## src/pkg/pcr_regs.vh

```
/*
 * Register map, field positions and reset values of the PHY port control
 * and cable test register bank.
 * Assumes a 16-bit register port addressed by byte offset.
 */
`ifndef PCR_REGS_VH
`define PCR_REGS_VH

// ****************************************************************
// Offsets
// ****************************************************************
`define PCR_ADDR_W          8
`define PCR_OFF_CTEST       8'hf4
`define PCR_OFF_PCTL        8'hf6
`define PCR_OFF_MBCR        8'he0
`define PCR_OFF_ANAR        8'hec
`define PCR_OFF_IRQ_STAT    8'hfa
`define PCR_OFF_IRQ_MASK    8'hfc

// ****************************************************************
// Cable test register fields
// ****************************************************************
`define PCR_CT_RES_HI       14
`define PCR_CT_RES_LO       13
`define PCR_CT_EN           12
`define PCR_CT_FLNK         11
`define PCR_CT_RLB          9
`define PCR_CT_CNT_HI       8
`define PCR_CT_RES_FAIL     2'h3

// ****************************************************************
// Port control fields
// ****************************************************************
`define PCR_PC_LEDOFF       15
`define PCR_PC_TXDIS        14
`define PCR_PC_RSTAN        13
`define PCR_PC_NOAMDIX      10
`define PCR_PC_FMDIX        9
`define PCR_PC_ANEN         7
`define PCR_PC_SPD          6
`define PCR_PC_DPX          5
`define PCR_PC_ADV_HI       4
`define PCR_PC_RESET        16'h00ff
`define PCR_PC_WMASK        16'he6ff

// ****************************************************************
// Mirror register fields
// ****************************************************************
`define PCR_MB_LEDOFF       0
`define PCR_MB_TXDIS        1
`define PCR_MB_NOAMDIX      3
`define PCR_MB_FMDIX        4
`define PCR_MB_DPX          8
`define PCR_MB_RSTAN        9
`define PCR_MB_ANEN         12
`define PCR_MB_SPD          13
`define PCR_AN_PAUSE        10
`define PCR_AN_ADV_HI       8
`define PCR_AN_ADV_LO       5
`define PCR_AN_SEL          16'h0001

// ****************************************************************
// Interrupt status bits
// ****************************************************************
`define PCR_IRQ_W           2
`define PCR_IRQ_CTDONE      0
`define PCR_IRQ_ANRST       1

`endif

```

## src/pcr_port_regs.v

```verilog
/*
 * PHY port control and cable test register bank with interrupt status.
 * Assumes a single clock, a cable test engine and PHY core on the same
 * clock, and a register port whose master never overlaps strobes.
 */
// Strobed register access was chosen for this implementation.
`timescale 1ns/1ns
`include "pcr_regs.vh"

module pcr_port_regs #(
    parameter CNT_W = 9
) (
    input  wire                    clock_i,
    input  wire                    resetn_i,
    input  wire [`PCR_ADDR_W-1:0]  addr_i,
    input  wire [15:0]             wdata_i,
    input  wire                    wr_i,
    input  wire                    rd_i,
    output reg  [15:0]             rdata_o,
    input  wire                    ct_done_i,
    input  wire [1:0]              ct_result_i,
    input  wire [CNT_W-1:0]        ct_count_i,
    input  wire                    an_failed_i,
    input  wire [3:0]              led_i,
    output reg                     ct_start_o,
    output reg                     force_link_o,
    output reg                     remote_lb_o,
    output reg  [3:0]              led_o,
    output reg                     tx_disable_o,
    output reg                     an_restart_o,
    output reg                     mdix_auto_o,
    output reg                     mdix_force_o,
    output reg                     an_enable_o,
    output reg                     speed_100_o,
    output reg                     full_duplex_o,
    output reg  [4:0]              adv_o,
    output reg                     irq_o
);

// ****************************************************************
// Storage
// ****************************************************************
    // One copy of each port control bit serves both its addresses
    reg  [15:0]            pctl_ff;
    reg                    ct_en_ff;
    reg                    flnk_ff;
    reg                    rlb_ff;
    reg  [1:0]             ct_res_ff;
    reg  [CNT_W-1:0]       ct_cnt_ff;
    reg  [`PCR_IRQ_W-1:0]  irq_stat_ff;
    reg  [`PCR_IRQ_W-1:0]  irq_mask_ff;
    // Done is sampled so a stale done never ends a fresh start
    reg                    ct_done_ff;

    reg  [15:0]            nxt_pctl;
    reg  [15:0]            ct_word;
    reg  [15:0]            mb_word;
    reg  [15:0]            an_word;
    reg  [15:0]            nxt_rdata;
    reg  [`PCR_IRQ_W-1:0]  irq_set;
    wire                   wr_ct;
    wire                   wr_pc;
    wire                   wr_mb;
    wire                   wr_an;
    wire                   ct_finish;

    assign wr_ct = wr_i && (addr_i == `PCR_OFF_CTEST);
    assign wr_pc = wr_i && (addr_i == `PCR_OFF_PCTL);
    assign wr_mb = wr_i && (addr_i == `PCR_OFF_MBCR);
    assign wr_an = wr_i && (addr_i == `PCR_OFF_ANAR);
    assign ct_finish = ct_en_ff && ct_done_ff;

// ****************************************************************
// Read views of the shared storage
// ****************************************************************
    always @* begin
        ct_word = 16'h0000;
        ct_word[`PCR_CT_RES_HI:`PCR_CT_RES_LO] = ct_res_ff;
        ct_word[`PCR_CT_EN] = ct_en_ff;
        ct_word[`PCR_CT_FLNK] = flnk_ff;
        ct_word[`PCR_CT_RLB] = rlb_ff;
        ct_word[`PCR_CT_CNT_HI:0] = ct_cnt_ff;
        mb_word = 16'h0000;
        mb_word[`PCR_MB_LEDOFF] = pctl_ff[`PCR_PC_LEDOFF];
        mb_word[`PCR_MB_TXDIS] = pctl_ff[`PCR_PC_TXDIS];
        mb_word[`PCR_MB_NOAMDIX] = pctl_ff[`PCR_PC_NOAMDIX];
        mb_word[`PCR_MB_FMDIX] = pctl_ff[`PCR_PC_FMDIX];
        mb_word[`PCR_MB_DPX] = pctl_ff[`PCR_PC_DPX];
        mb_word[`PCR_MB_RSTAN] = pctl_ff[`PCR_PC_RSTAN];
        mb_word[`PCR_MB_ANEN] = pctl_ff[`PCR_PC_ANEN];
        mb_word[`PCR_MB_SPD] = pctl_ff[`PCR_PC_SPD];
        an_word = `PCR_AN_SEL;
        an_word[`PCR_AN_PAUSE] = pctl_ff[`PCR_PC_ADV_HI];
        an_word[`PCR_AN_ADV_HI:`PCR_AN_ADV_LO] =
            pctl_ff[`PCR_PC_ADV_HI-1:0];
    end

// ****************************************************************
// Next port control value from any of its three addresses
// ****************************************************************
    always @* begin
        nxt_pctl = pctl_ff;
        if (wr_pc) begin
            nxt_pctl = wdata_i & `PCR_PC_WMASK;
        end else if (wr_mb) begin
            nxt_pctl[`PCR_PC_LEDOFF] = wdata_i[`PCR_MB_LEDOFF];
            nxt_pctl[`PCR_PC_TXDIS] = wdata_i[`PCR_MB_TXDIS];
            nxt_pctl[`PCR_PC_NOAMDIX] = wdata_i[`PCR_MB_NOAMDIX];
            nxt_pctl[`PCR_PC_FMDIX] = wdata_i[`PCR_MB_FMDIX];
            nxt_pctl[`PCR_PC_DPX] = wdata_i[`PCR_MB_DPX];
            nxt_pctl[`PCR_PC_RSTAN] = wdata_i[`PCR_MB_RSTAN];
            nxt_pctl[`PCR_PC_ANEN] = wdata_i[`PCR_MB_ANEN];
            nxt_pctl[`PCR_PC_SPD] = wdata_i[`PCR_MB_SPD];
        end else if (wr_an) begin
            nxt_pctl[`PCR_PC_ADV_HI] = wdata_i[`PCR_AN_PAUSE];
            nxt_pctl[`PCR_PC_ADV_HI-1:0] =
                wdata_i[`PCR_AN_ADV_HI:`PCR_AN_ADV_LO];
        end
    end

// ****************************************************************
// Read decode and interrupt set sources
// ****************************************************************
    always @* begin
        if (addr_i == `PCR_OFF_CTEST) begin
            nxt_rdata = ct_word;
        end else if (addr_i == `PCR_OFF_PCTL) begin
            nxt_rdata = pctl_ff;
        end else if (addr_i == `PCR_OFF_MBCR) begin
            nxt_rdata = mb_word;
        end else if (addr_i == `PCR_OFF_ANAR) begin
            nxt_rdata = an_word;
        end else if (addr_i == `PCR_OFF_IRQ_STAT) begin
            nxt_rdata = {{(16-`PCR_IRQ_W){1'b0}}, irq_stat_ff};
        end else if (addr_i == `PCR_OFF_IRQ_MASK) begin
            nxt_rdata = {{(16-`PCR_IRQ_W){1'b0}}, irq_mask_ff};
        end else begin
            nxt_rdata = 16'h0000;
        end
        irq_set = {`PCR_IRQ_W{1'b0}};
        irq_set[`PCR_IRQ_CTDONE] = ct_finish;
        irq_set[`PCR_IRQ_ANRST] = wr_pc && wdata_i[`PCR_PC_RSTAN];
    end

// ****************************************************************
// Registers
// ****************************************************************
    always @(posedge clock_i) begin
        if (!resetn_i) begin
            pctl_ff     <= `PCR_PC_RESET;
            ct_en_ff    <= 1'b0;
            flnk_ff     <= 1'b0;
            rlb_ff      <= 1'b0;
            ct_res_ff   <= 2'h0;
            ct_cnt_ff   <= {CNT_W{1'b0}};
            ct_done_ff  <= 1'b0;
            irq_stat_ff <= {`PCR_IRQ_W{1'b0}};
            irq_mask_ff <= {`PCR_IRQ_W{1'b0}};
            rdata_o     <= 16'h0000;
        end else begin
            pctl_ff    <= nxt_pctl;
            ct_done_ff <= ct_done_i && ct_en_ff && !ct_finish;
            // Result and distance are taken beside done, which may be a
            // one-cycle pulse with its data gone by the next cycle
            if (ct_done_i && ct_en_ff && !ct_finish) begin
                ct_res_ff <= ct_result_i;
                ct_cnt_ff <= ct_count_i;
            end
            rdata_o    <= rd_i ? nxt_rdata : 16'h0000;
            // Restart self-clears after one cycle so it acts once
            if (pctl_ff[`PCR_PC_RSTAN] && !wr_pc && !wr_mb) begin
                pctl_ff[`PCR_PC_RSTAN] <= 1'b0;
            end
            if (ct_finish) begin
                ct_en_ff  <= 1'b0;
            end else if (wr_ct && wdata_i[`PCR_CT_EN]) begin
                ct_en_ff  <= 1'b1;
            end
            if (wr_ct) begin
                flnk_ff <= wdata_i[`PCR_CT_FLNK];
                rlb_ff  <= wdata_i[`PCR_CT_RLB];
            end
            if (wr_i && addr_i == `PCR_OFF_IRQ_MASK) begin
                irq_mask_ff <= wdata_i[`PCR_IRQ_W-1:0];
            end
            // Set wins over a write-one clear in the same cycle
            if (wr_i && addr_i == `PCR_OFF_IRQ_STAT) begin
                irq_stat_ff <= (irq_stat_ff & ~wdata_i[`PCR_IRQ_W-1:0])
                               | irq_set;
            end else begin
                irq_stat_ff <= irq_stat_ff | irq_set;
            end
        end
    end

// ****************************************************************
// Outputs to the PHY core
// ****************************************************************
    always @(posedge clock_i) begin
        if (!resetn_i) begin
            ct_start_o    <= 1'b0;
            force_link_o  <= 1'b0;
            remote_lb_o   <= 1'b0;
            led_o         <= 4'hf;
            tx_disable_o  <= 1'b0;
            an_restart_o  <= 1'b0;
            mdix_auto_o   <= 1'b1;
            mdix_force_o  <= 1'b0;
            an_enable_o   <= 1'b1;
            speed_100_o   <= 1'b1;
            full_duplex_o <= 1'b1;
            adv_o         <= 5'h1f;
            irq_o         <= 1'b0;
        end else begin
            ct_start_o    <= ct_en_ff;
            force_link_o  <= flnk_ff;
            remote_lb_o   <= rlb_ff;
            // LED pins are active low, so off means driven high
            led_o         <= pctl_ff[`PCR_PC_LEDOFF] ? 4'hf
                                                     : led_i;
            tx_disable_o  <= pctl_ff[`PCR_PC_TXDIS];
            an_restart_o  <= pctl_ff[`PCR_PC_RSTAN];
            mdix_auto_o   <= !pctl_ff[`PCR_PC_NOAMDIX];
            mdix_force_o  <= pctl_ff[`PCR_PC_NOAMDIX] &&
                             pctl_ff[`PCR_PC_FMDIX];
            an_enable_o   <= pctl_ff[`PCR_PC_ANEN];
            speed_100_o   <= pctl_ff[`PCR_PC_SPD];
            full_duplex_o <= pctl_ff[`PCR_PC_DPX];
            adv_o         <= pctl_ff[`PCR_PC_ADV_HI:0];
            irq_o         <= |(irq_stat_ff & irq_mask_ff);
        end
    end

endmodule // pcr_port_regs

```

## config.mk

```make
export PLATFORM = sky130hd
export DESIGN_NAME = pcr_port_regs
export DESIGN_NICKNAME = d
export VERILOG_FILES = /design/src/pcr_port_regs.v
export VERILOG_INCLUDE_DIRS = /design/src /design/src/pkg
export SDC_FILE = /design/constraint.sdc
export NUM_CORES = 1
export LEC_CHECK = 0
export ABC_AREA = 1
export ABC_CLOCK_PERIOD_IN_PS = 900
export BUFFER_PORTS_ARGS = -buffer_cell sky130_fd_sc_hd__buf_4
export CAP_MARGIN = 10
export CORE_MARGIN = 4
export CORE_UTILIZATION = 48
export CTS_BUF_LIST = sky130_fd_sc_hd__clkbuf_8
export DETAILED_ROUTE_END_ITERATION = 7
export PLACE_DENSITY = 0.82
export SLEW_MARGIN = 20
export SYNTH_ARGS = -nofsm -noshare
export SYNTH_HDL_FRONTEND = slang
export SYNTH_SLANG_ARGS = --single-unit
```

## constraint.sdc

```tcl
create_clock -name clock_i -period 0.9 [get_ports clock_i]
set_input_delay 0.045 -clock clock_i [delete_from_list [all_inputs] [get_ports clock_i]]
set_output_delay 0.045 -clock clock_i [all_outputs]
set_load 0.005 [all_outputs]
```

==> flow_summary_export.csv <==
group,metric,value,unit
run_status,status,"finished with violations",
run_status,violations,"DRC, setup timing",
timing,worst_slack,-161,ps
cts,cts_buffer_depth,2,
cts,cts_root_buf,"clkbuf_8",
detailed_routing,via_per_inst,5.23,
grt,gr-total-overflow,0,
setup_path,criticalPathCategory,"reg -> reg",
job,drv_cap,0,
timing,final.setup.tns,-1640,ps
logic_synthesis,yosys.area.top_type,"dfxtp_1",
die,die_area,6900,um^2
grt,grt_first_pass_wirelength,13600,um
finish,design_area,4270,um^2
place,port_buffers,79,
worst_hold_path,min_path_type,"in -> reg",
die,core-area,5470,um^2
place,dpl-instance-area,3620,um^2
timing,max_freq,942,MHz
logic_synthesis,postSynthAreaPerCell,7.19,um^2
timing,fin_crit_sh,118,%
logic_synthesis,synth_seq_cells,68,
timing,slew_headroom,66.4,%
cts,path_clk_slew,70,ps
detailed_routing,final_antenna_net_count,0,
grt,grt_start_max_net_pins,42,
place,dp.final_hpwl,5660,um
timing,finClkSkew,8.98,ps
die,die_w,83.1,um
die,ioPinCount,81,
die,start_util,49.4,%
grt,antenna_found_initial,0,
detailed_routing,routed_wl,8890,um
logic_synthesis,synthTopCellsByArea,"dfxtp_1 (50%), nand2_1 (16%), inv_1 (7.4%)",
logic_synthesis,netlist_area,2700,um^2
cts,htree_levels,3,
grt,grt_pass1_vias,2914,
pwr,p_leak,2.11,nW
setup_path,start_kind,"flip-flop",
setup_path,cp.required,1130,ps
die,die_h,83.1,um
detailed_routing,wl_per_cell,15.2,um
logic_synthesis,synth_nets,421,
logic_synthesis,synth_seq_area_share,50.3,%
finish,n_antenna_cell,0,
logic_synthesis,synth_cell_types,23,
setup_path,r2r_setup_slack,-160,ps
detailed_routing,drcViolationCount,2,
pwr,power_density,1420,nW/um^2
timing,whs,0.601,ps
timing,setup_viol,13,
detailed_routing,drtIter0Drc,283,
cts,clock_sinks,68,
cts,cts_tree,"built",
setup_path,cp_max_fo,7,
finish,syn2layout_area_growth,57.9,%
logic_synthesis,synthCells,376,
cts,numCtsBuffers,9,
logic_synthesis,yosys_warnings,0,
setup_path,end_kind,"flip-flop",
timing,rsz0062_at_grt,"true",
finish,fin_nets,554,
cts,worstSkewPairLatency,340,ps
logic_synthesis,netlist.area_leader.share,50.3,%
finish,drive_gt1_share,36.2,%
grt,grt_usage,24.2,%
timing,worst_slew_pin_slew,504,ps
detailed_routing,dr_total_vias,3066,
timing,hold_violations,0,
place,globalplace.congestion,0.873,
timing,maxSlewViolCount,0,
timing,min_period,1060,ps
detailed_routing,dr.pass1.iters,8,
setup_path,worstPathArrival,1290,ps
die,fp-row-count,27,
pwr,ir_drop,1.02,mV
-- cell usage in the layout (no fill, tap or decap), types with 3 or more instances in the layout --
| cell type | Yosys | layout |
|---|---|---|
| a21oi_1 | 22 | 16 |
| a21oi_2 | 1 | 6 |
| buf_4 | 1 | 109 |
| clkbuf_8 | 0 | 9 |
| dfxtp_1 | 68 | 63 |
| dfxtp_2 | 0 | 3 |
| dlygate4sd3_1 | 0 | 18 |
| inv_1 | 53 | 51 |
| inv_2 | 4 | 3 |
| nand2_1 | 118 | 108 |
| nand2_2 | 2 | 6 |
| nand2_4 | 0 | 6 |
| nand3_1 | 29 | 25 |
| nand3_2 | 1 | 3 |
| nand3_4 | 0 | 3 |
| nand4_1 | 8 | 8 |
| nor2_1 | 20 | 18 |
| nor2_2 | 4 | 3 |
| nor2_4 | 1 | 5 |
| o21ai_0 | 23 | 8 |
| o21ai_1 | 1 | 7 |
| o21ai_2 | 0 | 7 |
| o22ai_1 | 6 | 5 |
-- cell type report --
| cell class | instances | area (um^2) |
|---|---|---|
| multi-input combinational | 241 | 1290 |
| clock buffer | 9 | 124 |
| sequential | 68 | 1370 |
| tap | 72 | 90.1 |
| fill | 364 | 1200 |
| clock inverter | 7 | 76.3 |
| timing repair buffer | 132 | 1080 |
| inverter | 57 | 231 |
-- registers in the layout, summed over array words and instances, names as in the netlist, 2 cells and up --
name / cells
adv_o: 5
ct_cnt_ff: 9
ct_res_ff: 2
irq_mask_ff: 2
irq_stat_ff: 2
led_o: 4
pctl_ff: 13
rdata_o: 16
-- cells in the mapped netlist --
master	number
inv_1	53
nand3_2	1
nor2_4	1
nand2_1	118
inv_2	4
a21oi_1	22
nor2_2	4
o21ai_1	1
buf_4	1
nor2_1	20
dfxtp_1	68
o21ai_0	23
a21oi_2	1
buf_6	1
or2_0	1
o22ai_1	6
or2_2	2
nand3_1	29
clkbuf_1	5
nand2_2	2
buf_2	4
buf_1	1
nand4_1	8
-- layer usage --
metal / part of all wire (%) / global-route usage (%) / vias up
li1: - / - / 1447
met5: 0 / 0 / -
met3: 8.9 / 5.36 / 28
met1: 37 / 27.8 / 1403
met4: 3.2 / 9.06 / 0
met2: 51 / 43.7 / 188
-- per-stage QoR --
step / power, mW / cells / worst slack [ps] / utilization (%)
floorplan: 3.26 / 376 / -38.3 / -
global placement: 3.50 / 544 / -332 / 66.1
detailed placement: 3.51 / 544 / -351 / 66.1
CTS: 6.01 / 580 / -109 / 74.8
global route: 6.25 / 586 / -205 / 78.0
finish: 6.08 / 586 / -161 / 78.0
-- cell families (layout without fill, tap and decap cells) --
family | Yosys count | after routing | synth area share, %
AOI/OAI and AO/OA | 53 | 53 | 10.2
and+or+nand+nor | 186 | 188 | 29.2
buffers and inverters | 69 | 205 | 10.2
DFF | 68 | 68 | 50.3
-- timing repair --
item / 4_1_cts / 5_1_grt
hold endpoints to repair: 18 / 0
cloned: 1 / 2
buffers inserted: 1 / 5
resized for setup: 19 / 36
pin swaps: 4 / 6
endpoints found under the setup margin: 14 / 43
hold buffers: 18 / 0
-- power by group --
| group | switching [mW] | leakage [nW] | internal, mW | total (mW) |
|---|---|---|---|---|
| logic | 0.262 | 1.47 | 0.277 | 0.539 |
| clock network | 1.23 | 0.0958 | 1.29 | 2.52 |
| registers | 0.00591 | 0.550 | 3.01 | 3.02 |
-- path summary, 6_finish.rpt --
kind,startpoint,end,depth (start not counted)
hold / removal,wdata_i[11],flnk_ff,3
setup reg to reg,ct_en_ff,ct_cnt_ff[8],5
hold reg to reg,flnk_ff,force_link_o,2
setup / recovery,ct_en_ff,ct_cnt_ff[8],5
-- critical path, stage by stage, from the launching register on --
cell,delay (ps)
dfxtp_4,370
nand2_4,90
nand3_4,120
buf_6,180
o21ai_4,130
a21oi_2,60
(Power assumes the default switching activity.)
